[src/hdl/fct_pkg.sv]
// Shared constants and carriers for the four-channel capture/compare timer.
// Assumes an 8-bit register port with byte offsets relative to the block base.
package fct_pkg;

  ////////////////////////////////////////////////////////////////////////////
  // Register offsets
  localparam logic [4:0] OFS_SC     = 5'h00;
  localparam logic [4:0] OFS_CNT_H  = 5'h02;
  localparam logic [4:0] OFS_CNT_L  = 5'h03;
  localparam logic [4:0] OFS_MOD_H  = 5'h04;
  localparam logic [4:0] OFS_MOD_L  = 5'h05;
  localparam logic [4:0] OFS_CH0    = 5'h06;
  localparam int         CH_STRIDE  = 3;
  localparam logic [4:0] OFS_IRQ_ST = 5'h12;
  localparam logic [4:0] OFS_IRQ_MK = 5'h13;

  ////////////////////////////////////////////////////////////////////////////
  // Main control fields and reset values
  localparam int          SC_OVF     = 7;
  localparam int          SC_STOP    = 5;
  localparam int          SC_RST     = 4;
  localparam int          SC_MODEN   = 3;
  localparam logic [7:0]  SC_RESET   = 8'h20;
  localparam logic [15:0] MOD_RESET  = 16'hFFFF;
  localparam logic [15:0] CNT_TOP    = 16'hFFFF;
  localparam logic [2:0]  PS_EXT     = 3'h7;

  ////////////////////////////////////////////////////////////////////////////
  // Channel control fields and edge/level codes
  localparam int         CH_FLAG  = 7;
  localparam int         CH_BUF   = 5;
  localparam int         CH_CMP   = 4;
  localparam int         CH_ELS   = 2;
  localparam int         CH_TOV   = 1;
  localparam logic [1:0] ELS_OFF  = 2'h0;
  localparam logic [1:0] ELS_TGL  = 2'h1;
  localparam logic [1:0] ELS_CLR  = 2'h2;
  localparam logic [1:0] ELS_SET  = 2'h3;

  ////////////////////////////////////////////////////////////////////////////
  // Timing
  localparam int CLK_PERIOD_NS     = 50;
  localparam int EXT_MIN_PERIOD_NS = 250;
  localparam int EXT_MIN_CYC       = (EXT_MIN_PERIOD_NS + CLK_PERIOD_NS - 1) / CLK_PERIOD_NS;

  ////////////////////////////////////////////////////////////////////////////
  // Carriers
  typedef struct packed {
    logic       wr;
    logic       rd;
    logic [4:0] addr;
    logic [7:0] wdata;
  } fct_bus_s;

  typedef struct packed {
    logic       buf_en;
    logic       cmp_en;
    logic [1:0] els;
    logic       tov;
  } fct_chcfg_s;

endpackage : fct_pkg

[src/hdl/fct_timer.sv]
// Four-channel capture/compare timer with 16-bit counter and prescaler.
// Assumes a single-cycle 8-bit register port and pins synchronous to the clock.
//
// Operation
// - The 16-bit up-counter runs free or wraps at the modulo limit, as chosen by software.
// - The modulo limit is one 16-bit value built from its high and low byte registers.
// - Reading the counter never stops, pauses or changes the count.
// - Each of the four channels is set up on its own for capture or compare.
// - The count clock is one of seven bus clock divisions or the external clock pin.
// - A three-bit prescale select field in the main control register picks that clock.
// - A capture channel triggers on rising, falling or either edge of its pin.
// - A compare channel sets, clears or toggles its pin on a match.
// - Each compare channel may toggle its pin whenever the counter overflows.
// - One control bit halts the counter and another resets counter and prescaler.
// - Pulse-width outputs come either direct or double-buffered across a channel pair.
// - An active capture edge copies the count into the channel value registers.
// - When the count equals a compare channel's value, that channel's pin action runs.
`timescale 1ns/1ps
module fct_timer
  import fct_pkg::*;
#(
  parameter int NUM_CH = 4
) (
  // Clock and reset
  input  wire logic              core_clk_in,
  input  wire logic              rst_b_in,
  // Register port
  input  wire fct_bus_s          bus_in,
  output logic [7:0]             rdata_out,
  // External count clock
  input  wire logic              ext_timer_clock_pin_in,
  // Channel pins, bit 0 is channel_pin_zero
  input  wire logic [NUM_CH-1:0] channel_pin_in,
  output logic [NUM_CH-1:0]      channel_pin_out,
  output logic [NUM_CH-1:0]      channel_pin_oe_out,
  // Interrupt
  output logic                   irq_out
);

  localparam int NP = NUM_CH / 2;

  logic              stop_q;
  logic              moden_q;
  logic [2:0]        ps_q;
  logic [15:0]       mod_q;
  logic [15:0]       cnt_q;
  logic [5:0]        pre_q;
  logic              ext_prev_q;
  logic              upd_q;
  logic              wrap_q;
  logic              lo_lat_q;
  logic [7:0]        lo_buf_q;
  logic [NUM_CH:0]   irq_st_q;
  logic [NUM_CH:0]   irq_mk_q;
  logic [7:0]        rdata_q;
  fct_chcfg_s        chcfg_q [NUM_CH];
  logic [15:0]       act_q [NP];
  logic [NP-1:0]     lastw_q;

  logic              wr_sc;
  logic              rst_wr;
  logic              rd_cnt_h;
  logic              rd_cnt_l;
  logic              rd_ist;
  logic [5:0]        ps_mask;
  logic              int_tick;
  logic              ext_rise;
  logic              tick;
  logic              at_top;
  logic              ovf_ev;
  logic [7:0]        rd_mux;
  logic [NUM_CH-1:0] ch_sel_sc;
  logic [NUM_CH-1:0] ch_sel_hi;
  logic [NUM_CH-1:0] ch_sel_lo;
  logic [NUM_CH-1:0] ch_ev;
  logic [NUM_CH-1:0] ch_oe;
  logic [NUM_CH-1:0] slave;
  logic [15:0]       ch_val [NUM_CH];
  logic [NUM_CH:0]   irq_st_d;

  ////////////////////////////////////////////////////////////////////////////
  // Main register decode
  assign wr_sc    = bus_in.wr && bus_in.addr == OFS_SC;
  assign rst_wr   = wr_sc && bus_in.wdata[SC_RST];
  assign rd_cnt_h = bus_in.rd && bus_in.addr == OFS_CNT_H;
  assign rd_cnt_l = bus_in.rd && bus_in.addr == OFS_CNT_L;
  assign rd_ist   = bus_in.rd && bus_in.addr == OFS_IRQ_ST;

  ////////////////////////////////////////////////////////////////////////////
  // Prescaler: rate is bus clock over 2 to the power of the select
  assign ps_mask  = 6'((7'h01 << ps_q) - 7'h01);
  assign int_tick = (pre_q & ps_mask) == ps_mask;
  // External clock sampled here, so its period must span several cycles
  assign ext_rise = ext_timer_clock_pin_in && !ext_prev_q;
  assign tick     = !stop_q && (ps_q == PS_EXT ? ext_rise : int_tick);

  always_ff @(posedge core_clk_in) begin
    if (!rst_b_in) begin
      pre_q      <= 6'h00;
      ext_prev_q <= 1'b0;
    end else begin
      ext_prev_q <= ext_timer_clock_pin_in;
      if (rst_wr) begin
        pre_q <= 6'h00;
      end else if (!stop_q) begin
        pre_q <= pre_q + 6'h01;
      end
    end
  end

  ////////////////////////////////////////////////////////////////////////////
  // Counter; a limit of all ones makes modulo mode behave as free running
  assign at_top = moden_q ? cnt_q == mod_q : cnt_q == CNT_TOP;
  assign ovf_ev = tick && at_top && !rst_wr;

  always_ff @(posedge core_clk_in) begin
    if (!rst_b_in) begin
      cnt_q  <= 16'h0000;
      upd_q  <= 1'b0;
      wrap_q <= 1'b0;
    end else begin
      upd_q  <= tick && !rst_wr;
      wrap_q <= ovf_ev;
      if (rst_wr) begin
        cnt_q <= 16'h0000;
      end else if (tick) begin
        cnt_q <= at_top ? 16'h0000 : cnt_q + 16'h0001;
      end
    end
  end

  ////////////////////////////////////////////////////////////////////////////
  // Control registers; counter read latches the low byte for a coherent pair
  always_ff @(posedge core_clk_in) begin
    if (!rst_b_in) begin
      stop_q   <= SC_RESET[SC_STOP];
      moden_q  <= SC_RESET[SC_MODEN];
      ps_q     <= SC_RESET[2:0];
      mod_q    <= MOD_RESET;
      lo_lat_q <= 1'b0;
      lo_buf_q <= 8'h00;
      irq_mk_q <= '0;
    end else begin
      if (wr_sc) begin
        stop_q  <= bus_in.wdata[SC_STOP];
        moden_q <= bus_in.wdata[SC_MODEN];
        ps_q    <= bus_in.wdata[2:0];
      end
      if (bus_in.wr && bus_in.addr == OFS_MOD_H) begin
        mod_q[15:8] <= bus_in.wdata;
      end
      if (bus_in.wr && bus_in.addr == OFS_MOD_L) begin
        mod_q[7:0] <= bus_in.wdata;
      end
      if (bus_in.wr && bus_in.addr == OFS_IRQ_MK) begin
        irq_mk_q <= bus_in.wdata[NUM_CH:0];
      end
      // Reads only copy the count, they never touch the counter
      if (rd_cnt_h) begin
        lo_buf_q <= cnt_q[7:0];
        lo_lat_q <= 1'b1;
      end else if (rd_cnt_l) begin
        lo_lat_q <= 1'b0;
      end
    end
  end

  ////////////////////////////////////////////////////////////////////////////
  // Channels, their decode and configuration
  for (genvar i = 0; i < NUM_CH; i++) begin : g_ch
    localparam logic [4:0] A = OFS_CH0 + 5'(CH_STRIDE * i);
    fct_chcfg_s  cfg;
    logic [15:0] cmp;

    assign ch_sel_sc[i] = bus_in.addr == A;
    assign ch_sel_hi[i] = bus_in.addr == A + 5'h01;
    assign ch_sel_lo[i] = bus_in.addr == A + 5'h02;
    // Odd half of a buffered pair is silent and only holds the next value
    assign slave[i] = (i % 2 == 1) && chcfg_q[i - (i % 2)].buf_en;
    assign cfg      = slave[i] ? '0 : chcfg_q[i];
    assign cmp      = (i % 2 == 0 && chcfg_q[i].buf_en) ? act_q[i / 2] : ch_val[i];
    assign channel_pin_oe_out[i] = ch_oe[i];

    always_ff @(posedge core_clk_in) begin
      if (!rst_b_in) begin
        chcfg_q[i] <= '0;
      end else if (bus_in.wr && ch_sel_sc[i]) begin
        chcfg_q[i].buf_en <= (i % 2 == 0) && bus_in.wdata[CH_BUF];
        chcfg_q[i].cmp_en <= bus_in.wdata[CH_CMP];
        chcfg_q[i].els    <= bus_in.wdata[CH_ELS+1:CH_ELS];
        chcfg_q[i].tov    <= bus_in.wdata[CH_TOV];
      end
    end

    fct_chan u_chan (
      .core_clk_in (core_clk_in),
      .rst_b_in    (rst_b_in),
      .cfg_in      (cfg),
      .cnt_in      (cnt_q),
      .upd_in      (upd_q),
      .wrap_in     (wrap_q),
      .cmp_val_in  (cmp),
      .wr_hi_in    (bus_in.wr && ch_sel_hi[i]),
      .wr_lo_in    (bus_in.wr && ch_sel_lo[i]),
      .wdata_in    (bus_in.wdata),
      .pin_in      (channel_pin_in[i]),
      .val_out     (ch_val[i]),
      .pin_out     (channel_pin_out[i]),
      .pin_oe_out  (ch_oe[i]),
      .event_out   (ch_ev[i])
    );
  end

  ////////////////////////////////////////////////////////////////////////////
  // Buffered pairs: the last written half loads at overflow, so a duty change
  // never lands mid-period and cannot cause a runt pulse
  for (genvar p = 0; p < NP; p++) begin : g_pair
    logic wr_even;
    logic wr_odd;
    assign wr_even = bus_in.wr && (ch_sel_hi[2*p] || ch_sel_lo[2*p]);
    assign wr_odd  = bus_in.wr && (ch_sel_hi[2*p+1] || ch_sel_lo[2*p+1]);

    always_ff @(posedge core_clk_in) begin
      if (!rst_b_in) begin
        act_q[p]   <= 16'h0000;
        lastw_q[p] <= 1'b0;
      end else begin
        if (wr_odd) begin
          lastw_q[p] <= 1'b1;
        end else if (wr_even) begin
          lastw_q[p] <= 1'b0;
        end
        if (!chcfg_q[2*p].buf_en || wrap_q) begin
          act_q[p] <= lastw_q[p] ? ch_val[2*p+1] : ch_val[2*p];
        end
      end
    end
  end

  ////////////////////////////////////////////////////////////////////////////
  // Sticky status: bit 0 overflow, bit i+1 channel i; a new event beats a read
  assign irq_st_d = (rd_ist ? '0 : irq_st_q) | {ch_ev, ovf_ev};
  assign irq_out  = |(irq_st_q & irq_mk_q);

  always_ff @(posedge core_clk_in) begin
    if (!rst_b_in) begin
      irq_st_q <= '0;
    end else begin
      irq_st_q <= irq_st_d;
    end
  end

  ////////////////////////////////////////////////////////////////////////////
  // Read multiplexer; unmapped offsets read as zero
  always_comb begin
    rd_mux = 8'h00;
    case (bus_in.addr)
      OFS_SC:     rd_mux = {irq_st_q[0], 1'b0, stop_q, 1'b0, moden_q, ps_q};
      OFS_CNT_H:  rd_mux = cnt_q[15:8];
      OFS_CNT_L:  rd_mux = lo_lat_q ? lo_buf_q : cnt_q[7:0];
      OFS_MOD_H:  rd_mux = mod_q[15:8];
      OFS_MOD_L:  rd_mux = mod_q[7:0];
      OFS_IRQ_ST: rd_mux = 8'(irq_st_q);
      OFS_IRQ_MK: rd_mux = 8'(irq_mk_q);
      default:    rd_mux = 8'h00;
    endcase
    for (int i = 0; i < NUM_CH; i++) begin
      if (ch_sel_sc[i]) begin
        rd_mux = {irq_st_q[i+1], 1'b0, chcfg_q[i].buf_en, chcfg_q[i].cmp_en,
                  chcfg_q[i].els, chcfg_q[i].tov, 1'b0};
      end
      if (ch_sel_hi[i]) begin
        rd_mux = ch_val[i][15:8];
      end
      if (ch_sel_lo[i]) begin
        rd_mux = ch_val[i][7:0];
      end
    end
  end

  // Data stands only in the cycle after the read strobe
  always_ff @(posedge core_clk_in) begin
    if (!rst_b_in) begin
      rdata_q <= 8'h00;
    end else begin
      rdata_q <= bus_in.rd ? rd_mux : 8'h00;
    end
  end
  assign rdata_out = rdata_q;
endmodule : fct_timer

[src/hdl/fct_chan.sv]
// One capture/compare channel: edge capture, compare pin action, overflow toggle.
// Assumes the pin input is synchronous and upd/wrap pulse right after a count.
`timescale 1ns/1ps
module fct_chan
  import fct_pkg::*;
(
  // Clock and reset
  input  wire logic        core_clk_in,
  input  wire logic        rst_b_in,
  // Configuration and timebase
  input  wire fct_chcfg_s  cfg_in,
  input  wire logic [15:0] cnt_in,
  input  wire logic        upd_in,
  input  wire logic        wrap_in,
  input  wire logic [15:0] cmp_val_in,
  // Value register writes
  input  wire logic        wr_hi_in,
  input  wire logic        wr_lo_in,
  input  wire logic [7:0]  wdata_in,
  // Pin and results
  input  wire logic        pin_in,
  output logic [15:0]      val_out,
  output logic             pin_out,
  output logic             pin_oe_out,
  output logic             event_out
);

  logic [15:0] val_q;
  logic        pin_q;
  logic        prev_q;
  logic        cmp_mode;
  logic        cap_hit;
  logic        match;
  logic        lvl_ov;
  logic        lvl_d;

  ////////////////////////////////////////////////////////////////////////////
  // Mode decode and events
  assign cmp_mode = cfg_in.cmp_en | cfg_in.buf_en;
  assign cap_hit  = !cmp_mode && ((cfg_in.els[0] && pin_in && !prev_q) ||
                                  (cfg_in.els[1] && !pin_in && prev_q));
  assign match    = cmp_mode && upd_in && cnt_in == cmp_val_in;
  assign event_out = cap_hit | match;

  // Overflow toggle first, so a compare on the same count has the last word
  assign lvl_ov = (cmp_mode && cfg_in.tov && wrap_in) ? !pin_q : pin_q;
  assign lvl_d  = !match                ? lvl_ov :
                  cfg_in.els == ELS_SET ? 1'b1 :
                  cfg_in.els == ELS_CLR ? 1'b0 :
                  cfg_in.els == ELS_TGL ? !lvl_ov : lvl_ov;

  // Pin is only driven in compare modes with a pin action chosen
  assign pin_oe_out = cmp_mode && cfg_in.els != ELS_OFF;
  assign pin_out    = pin_q;
  assign val_out    = val_q;

  ////////////////////////////////////////////////////////////////////////////
  // Value register, edge history and pin level
  always_ff @(posedge core_clk_in) begin
    if (!rst_b_in) begin
      val_q  <= 16'h0000;
      pin_q  <= 1'b0;
      prev_q <= 1'b0;
    end else begin
      prev_q <= pin_in;
      pin_q  <= lvl_d;
      if (cap_hit) begin
        val_q <= cnt_in;
      end else if (wr_hi_in) begin
        val_q[15:8] <= wdata_in;
      end else if (wr_lo_in) begin
        val_q[7:0] <= wdata_in;
      end
    end
  end
endmodule : fct_chan

[config.mk]
export PLATFORM = sky130hd
export DESIGN_NAME = fct_timer
export DESIGN_NICKNAME = d
export VERILOG_FILES = /design/src/hdl/fct_pkg.sv /design/src/hdl/fct_timer.sv /design/src/hdl/fct_chan.sv
export SDC_FILE = /design/constraint.sdc
export NUM_CORES = 1
export LEC_CHECK = 0
export BUFFER_PORTS_ARGS = -buffer_cell sky130_fd_sc_hd__buf_2
export CELL_PAD_IN_SITES_DETAIL_PLACEMENT = 0
export CELL_PAD_IN_SITES_GLOBAL_PLACEMENT = 2
export CORE_MARGIN = 1
export CORE_UTILIZATION = 34
export CTS_CLUSTER_SIZE = 20
export DETAILED_ROUTE_END_ITERATION = 16
export MAX_ROUTING_LAYER = met4
export PLACE_DENSITY_LB_ADDON = 0.1
export SLEW_MARGIN = 20
export SYNTH_ARGS = -nofsm -noshare
export SYNTH_HDL_FRONTEND = slang
export SYNTH_SLANG_ARGS = --single-unit
export TNS_END_PERCENT = 30
[constraint.sdc]
create_clock -name core_clk_in -period 2.8 [get_ports core_clk_in]
set_input_delay 0.14 -clock core_clk_in [delete_from_list [all_inputs] [get_ports core_clk_in]]
set_output_delay 0.14 -clock core_clk_in [all_outputs]
set_load 0.005 [all_outputs]
Yosys cells after proc, flatten, opt, wreduce, memory -nomap -nowiden
Memory sizes are Yosys's and may differ from the RTL's.
Index checks and enable logic that the tools add are counted.
- bitwise logic cells: 30
- muxes and demuxes: 103
- shifts and indexed selects: 1
- equal/unequal tests: 42
- reduce and logical (&&, ||, !) cells: 127
- add/subtract/negate cells: 3
- operators by type and width (kind ; number):
    8-bit 2-to-1 mux ; 25
    16-bit 2-to-1 mux ; 11
    16-bit equality test ; 5
    1-bit logical AND ; 69
    1-bit 2-to-1 mux ; 59
    8-bit one-hot mux with 7 select lines ; 1
    5-bit by 4-bit equality test with 1-bit output, second input constant ; 8
    2-bit nonzero test ; 15
    1-bit OR ; 26
    1-bit logical NOT ; 25
    5-bit by 3-bit equality test with 1-bit output, second input constant ; 4
    5-bit equality test, second input constant ; 4
    16-bit by 1-bit adder with 16-bit output, second input constant ; 1
    16-bit equality test, second input constant ; 1
    2-bit equality test, second input constant ; 8
    5-bit 2-to-1 mux ; 3
    5-bit by 2-bit equality test with 1-bit output, second input constant ; 2
    1-bit logical OR ; 10
    2-bit AND reduction ; 5
    2-bit by 1-bit equality test with 1-bit output, second input constant ; 4
    2-bit 2-to-1 mux ; 4
    2-bit != test, second input constant ; 4
    6-bit by 1-bit adder with 6-bit output, second input constant ; 1
    6-bit bitwise AND ; 1
    10 further kinds ; 10
- word-level logic and storage cells: 341
- memories kept: 2
- memory bits (writable): 52
- register bits after elaboration: 147
- bits of input ports: 22
- output and inout bits: 17
- memories (name ; depth ; width ; rd ports ; clocked after Yosys merged registers in ; write ports ; RTL line ; text):
    act_q ; 2 ; 16 ; 2 ; 0 ; 2 ; fct_timer.sv:57 ; logic [15:0] act_q [NP];
    chcfg_q ; 4 ; 5 ; 4 ; 0 ; 4 ; fct_timer.sv:56 ; fct_chcfg_s chcfg_q [NUM_CH];

Depth between registers and ports, before layout
- word-level depth: 14
- gate-level depth with buffers: 11
- mapped depth without buffers: 10

Hierarchy
A second synthesis with hierarchy kept.
- cell total of the unflattened synthesis: 1358
- area, all modules: 11885.1 um^2
- by module, submodules not included (module ; times used ; cells each ; area each (um^2) ; seq. area each (um^2)):
    fct_timer ; 1 ; 902 ; 7766.2 ; 3002.9
    fct_chan ; 4 ; 114 ; 1029.7 ; 360.3

Least setup slack after synthesis
OpenSTA, ideal clock, no wires.
- path type: flip-flop to flip-flop
- from: register ps_q[0]
- to: register cnt_q[13]
- setup time: 0.115 ns
- buffers on the path: 1
- stages on the path, launching flop included: 12
- arrival time: 2.453 ns
- setup slack: 0.232 ns
- path through: dfxtp_1 inv_1 or3_1 ha_1 nor2b_1 a311o_1 o2111ai_1 a31oi_1 buf_2 nor4_1 xnor2_1 nor2_1
- word-level cells in the longest chain between the ends: 6
- elaborated cells between the ends (all ways): 7
- classes of those cells: add/sub: 1; eq/ne: 2; shift: 1; mux: 1; bitwise: 1; reduce/logical: 1
- ends and longest elaborated chain (what ; RTL line ; text):
    start, declared ; fct_timer.sv:44 ; logic [2:0] ps_q;
    start signal, assigned ; fct_timer.sv:138 ; ps_q <= SC_RESET[2:0];
    start signal, assigned ; fct_timer.sv:147 ; ps_q <= bus_in.wdata[2:0];
    1-bit by 3-bit << shifter with 6-bit output ; fct_timer.sv:91 ; assign ps_mask = 6'((7'h01 << ps_q) - 7'h01);
    6-bit by 1-bit subtractor with 6-bit output ; fct_timer.sv:91 ;
    6-bit bitwise AND ; fct_timer.sv:92 ; assign int_tick = (pre_q & ps_mask) == ps_mask;
    6-bit equality test ; fct_timer.sv:92 ;
    1-bit 2-to-1 mux * ; fct_timer.sv:95 ; assign tick = !stop_q && (ps_q == PS_EXT ? ext_rise : int_tick);
    1-bit logical AND * ; fct_timer.sv:95 ;
    end signal, assigned ; fct_timer.sv:127 ; cnt_q <= at_top ? 16'h0000 : cnt_q + 16'h0001;
    end, declared ; fct_timer.sv:46 ; logic [15:0] cnt_q;
Every way passes the cells marked *; elsewhere a longest branch is shown, timed or not.
A chain may end at the register's enable or synchronous reset.

Worst setup path in the final report
Ends and elaborated chain as after synthesis.

==> impl_metrics.toml <==
[critical_path]
worstPathArrival_ns = 2.99
crit_fanout = 22
cp_cell_sequence = "inv_1 > or3_1 > ha_1 > nor2b_1 > a311o_1 > o2111ai_1 > a31oi_2 > buf_12 > nor4_2 > xnor2_1 > nor2_1"
cp_data_required_time_ns = 3.15
cp-start-kind = "flop"
critPathKind = "reg2reg"
cp_slowest_stage_delay_ns = 0.37
cp-end-kind = "flop"
cp_slowest_cell = "dfxtp_2"

[placed_design]
dp_cells = 1856
gp_congestion = 0.896
place_ws_ns = 0.118
io_buffers = 38
placed_area_um2 = 12500
dp_hpwl_um = 35200

[drt]
drc_errors = 0
avgViaCountPerCell = 5.77
ant_nets = 0
drtIter0Drc = 1048
drt-total-wl_um = 50200
vias = 10900
firstDrtPassIters = 6
wl_per_cell_um = 26.5

[pwr]
power_density_nw_per_um2 = 497
p_leak_nw = 4.69
power_mw = 6.57
peakVddDrop_mv = 0.466

[cts]
cts_tree = "done"
root_buffer = "clkbuf_16"
post_cts_buffers = 0
clock_path_buffers = 2
htree_levels = 4
clk_pin_slew_worst_paths_ns = 0.08
numCtsBuffers = 17
clock-sinks = 197
worstSkewPairLatency_ns = 0.47

[floorplanning]
core_area_um2 = 33400
initial_core_util_pct = 34.4
die_area_um2 = 34600
rows = 67
num_io_pins = 39
die_h_um = 186
die_w_um = 186

[global_routing]
grt_pass1_wl_um = 73100
grt_overflow = 0
grt_pass1_vias = 10500
grt_max_degree = 52
grt_usage_pct = 30.7
grt_antenna_before_repair = 1

[synth]
ys.flop_type = "dfxtp_1"
synth_fp_nets = 1427
synthCells = 1402
synth_seq_cells = 197
syn-cell-area_um2 = 11500
synth.avg_cell_area_um2 = 8.21
ys_async_sr_fraction_pct = 0
synth_edf_count = 50
ys_types = 70
yosys_warnings = 0
yosysSeqAreaShare_pct = 38.6

[flow_run]
drv_cap = 0

[final_layout]
fin_cells = 1893
layout-drive-gt1-share_pct = 13.1
layout.nets = 1457
most-common-layout-cells = "nor2_1 (181), nand2_1 (174), dfxtp_1 (146)"
areaGrowthSynthToFinish_pct = 14.8
diodes = 0
final_area_um2 = 13200
layout_commonest_cell = "nor2_1"
fillCellCount = 3430
utilization_pct = 39.5

[timing]
slew_violations = 0
finalHoldViolations = 0
tightest_slew_ns = 0.889
worst_slack_ns = 0.166
holdWs_ns = 0.0905
clock_skew_ns = 0.0168
timing.final.crit_period_ns = 2.63
slew_headroom_pct = 40.5
finalSetupViolations = 0
period_share_pct = 94.1
tns_ns = 0
rsz0062_at_grt = "no"
fmax_mhz = 380

[status]
status = "complete, no violations"

[hold_path]
hold_path.class = "in2reg"
flip-flops by register name (all words and copies together) (netlist names), 6 cells and up:
name and count:
act_q 32, rdata_out 8, g_ch.u_chan.val_out 64, mod_q 16
lo_buf_q 8, chcfg_q 18, pre_q 6, cnt_q 16
cells in the mapped netlist, drive strengths merged, types with 29 or more instances:
| cell | number | area share (%) |
|---|---|---|
| nor2 | 182 | 6.0 |
| nand2 | 174 | 5.7 |
| dfxtp | 147 | 26 |
| mux2i | 100 | 8.7 |
| clkbuf | 97 | 3.2 |
| nand3 | 84 | 3.7 |
| xnor2 | 74 | 5.6 |
| o21ai | 67 | 3.0 |
| a311oi | 50 | 3.8 |
| edfxtp | 50 | 13 |
| a21oi | 47 | 2.0 |
| buf | 29 | 1.4 |
routing by layer:
| metal | up-vias | routed length [µm] | track usage [%] |
|---|---|---|---|
| met5 | - | 0 | - |
| met4 | 0 | 1540 | 10.6 |
| met3 | 69 | 2880 | 5.60 |
| met2 | 396 | 23000 | 47.0 |
| met1 | 5372 | 22800 | 40.6 |
| li1 | 5087 | - | - |
repair_timing:
action / in CTS / in global routing
hold buffers: 5 / 0
gates resized for setup: 0 / 4
setup endpoints to repair: 0 / 5
hold endpoints to repair: 5 / 0
report_power, final:
| part | internal, mW | switching [mW] | total, mW |
|---|---|---|---|
| combinational | 0.260 | 0.482 | 0.742 |
| sequential | 3.01 | 0.113 | 3.12 |
| clock | 1.42 | 1.28 | 2.71 |
path summary, 6_finish.rpt:
path | from | end | cells past startpoint | slack (ns)
hold reg to reg | lo_buf_q[3] | lo_buf_q[3] | 2 | 0.46
setup / recovery | ps_q[0] | cnt_q[13] | 11 | 0.17
hold / removal | bus_in[13] | lo_buf_q[0] | 3 | 0.09
setup reg to reg | ps_q[0] | cnt_q[13] | 11 | 0.17
critical path, delay by kind of cell (launching register included):
kind / cells / cell delay, ns
compound gates: 3 / 0.56
fa+ha+maj: 1 / 0.26
simple gates: 4 / 0.91
flops: 1 / 0.37
buf+inv: 2 / 0.26
xor+xnor: 1 / 0.16
layout make-up:
| class | count | area [µm²] | share of cell area [%] |
|---|---|---|---|
| Multi-Input combinational cell | 1060 | 6500 | 49.2 |
| Sequential cell | 197 | 4450 | 33.6 |
| Timing Repair Buffer | 137 | 1030 | 7.82 |
| Tap cell | 448 | 561 | 4.24 |
| Clock buffer | 19 | 433 | 3.28 |
| Clock inverter | 13 | 171 | 1.30 |
| Inverter | 19 | 72.6 | 0.549 |
cell families (layout without fill, tap and decap cells):
logic type,count (synthesis),count (layout),share of synthesized area [%]
AND/OR/NAND/NOR,582,582,23.2
AO/OA/AOI/OAI,281,281,16.7
flip-flops,197,197,38.6
buffers and inverters,145,188,5.21
multiplexers,106,106,9.28
XOR/XNOR,88,88,6.69
adder cells (fa/ha/maj),3,3,0.326
Power figures use the tool's default switching activity.
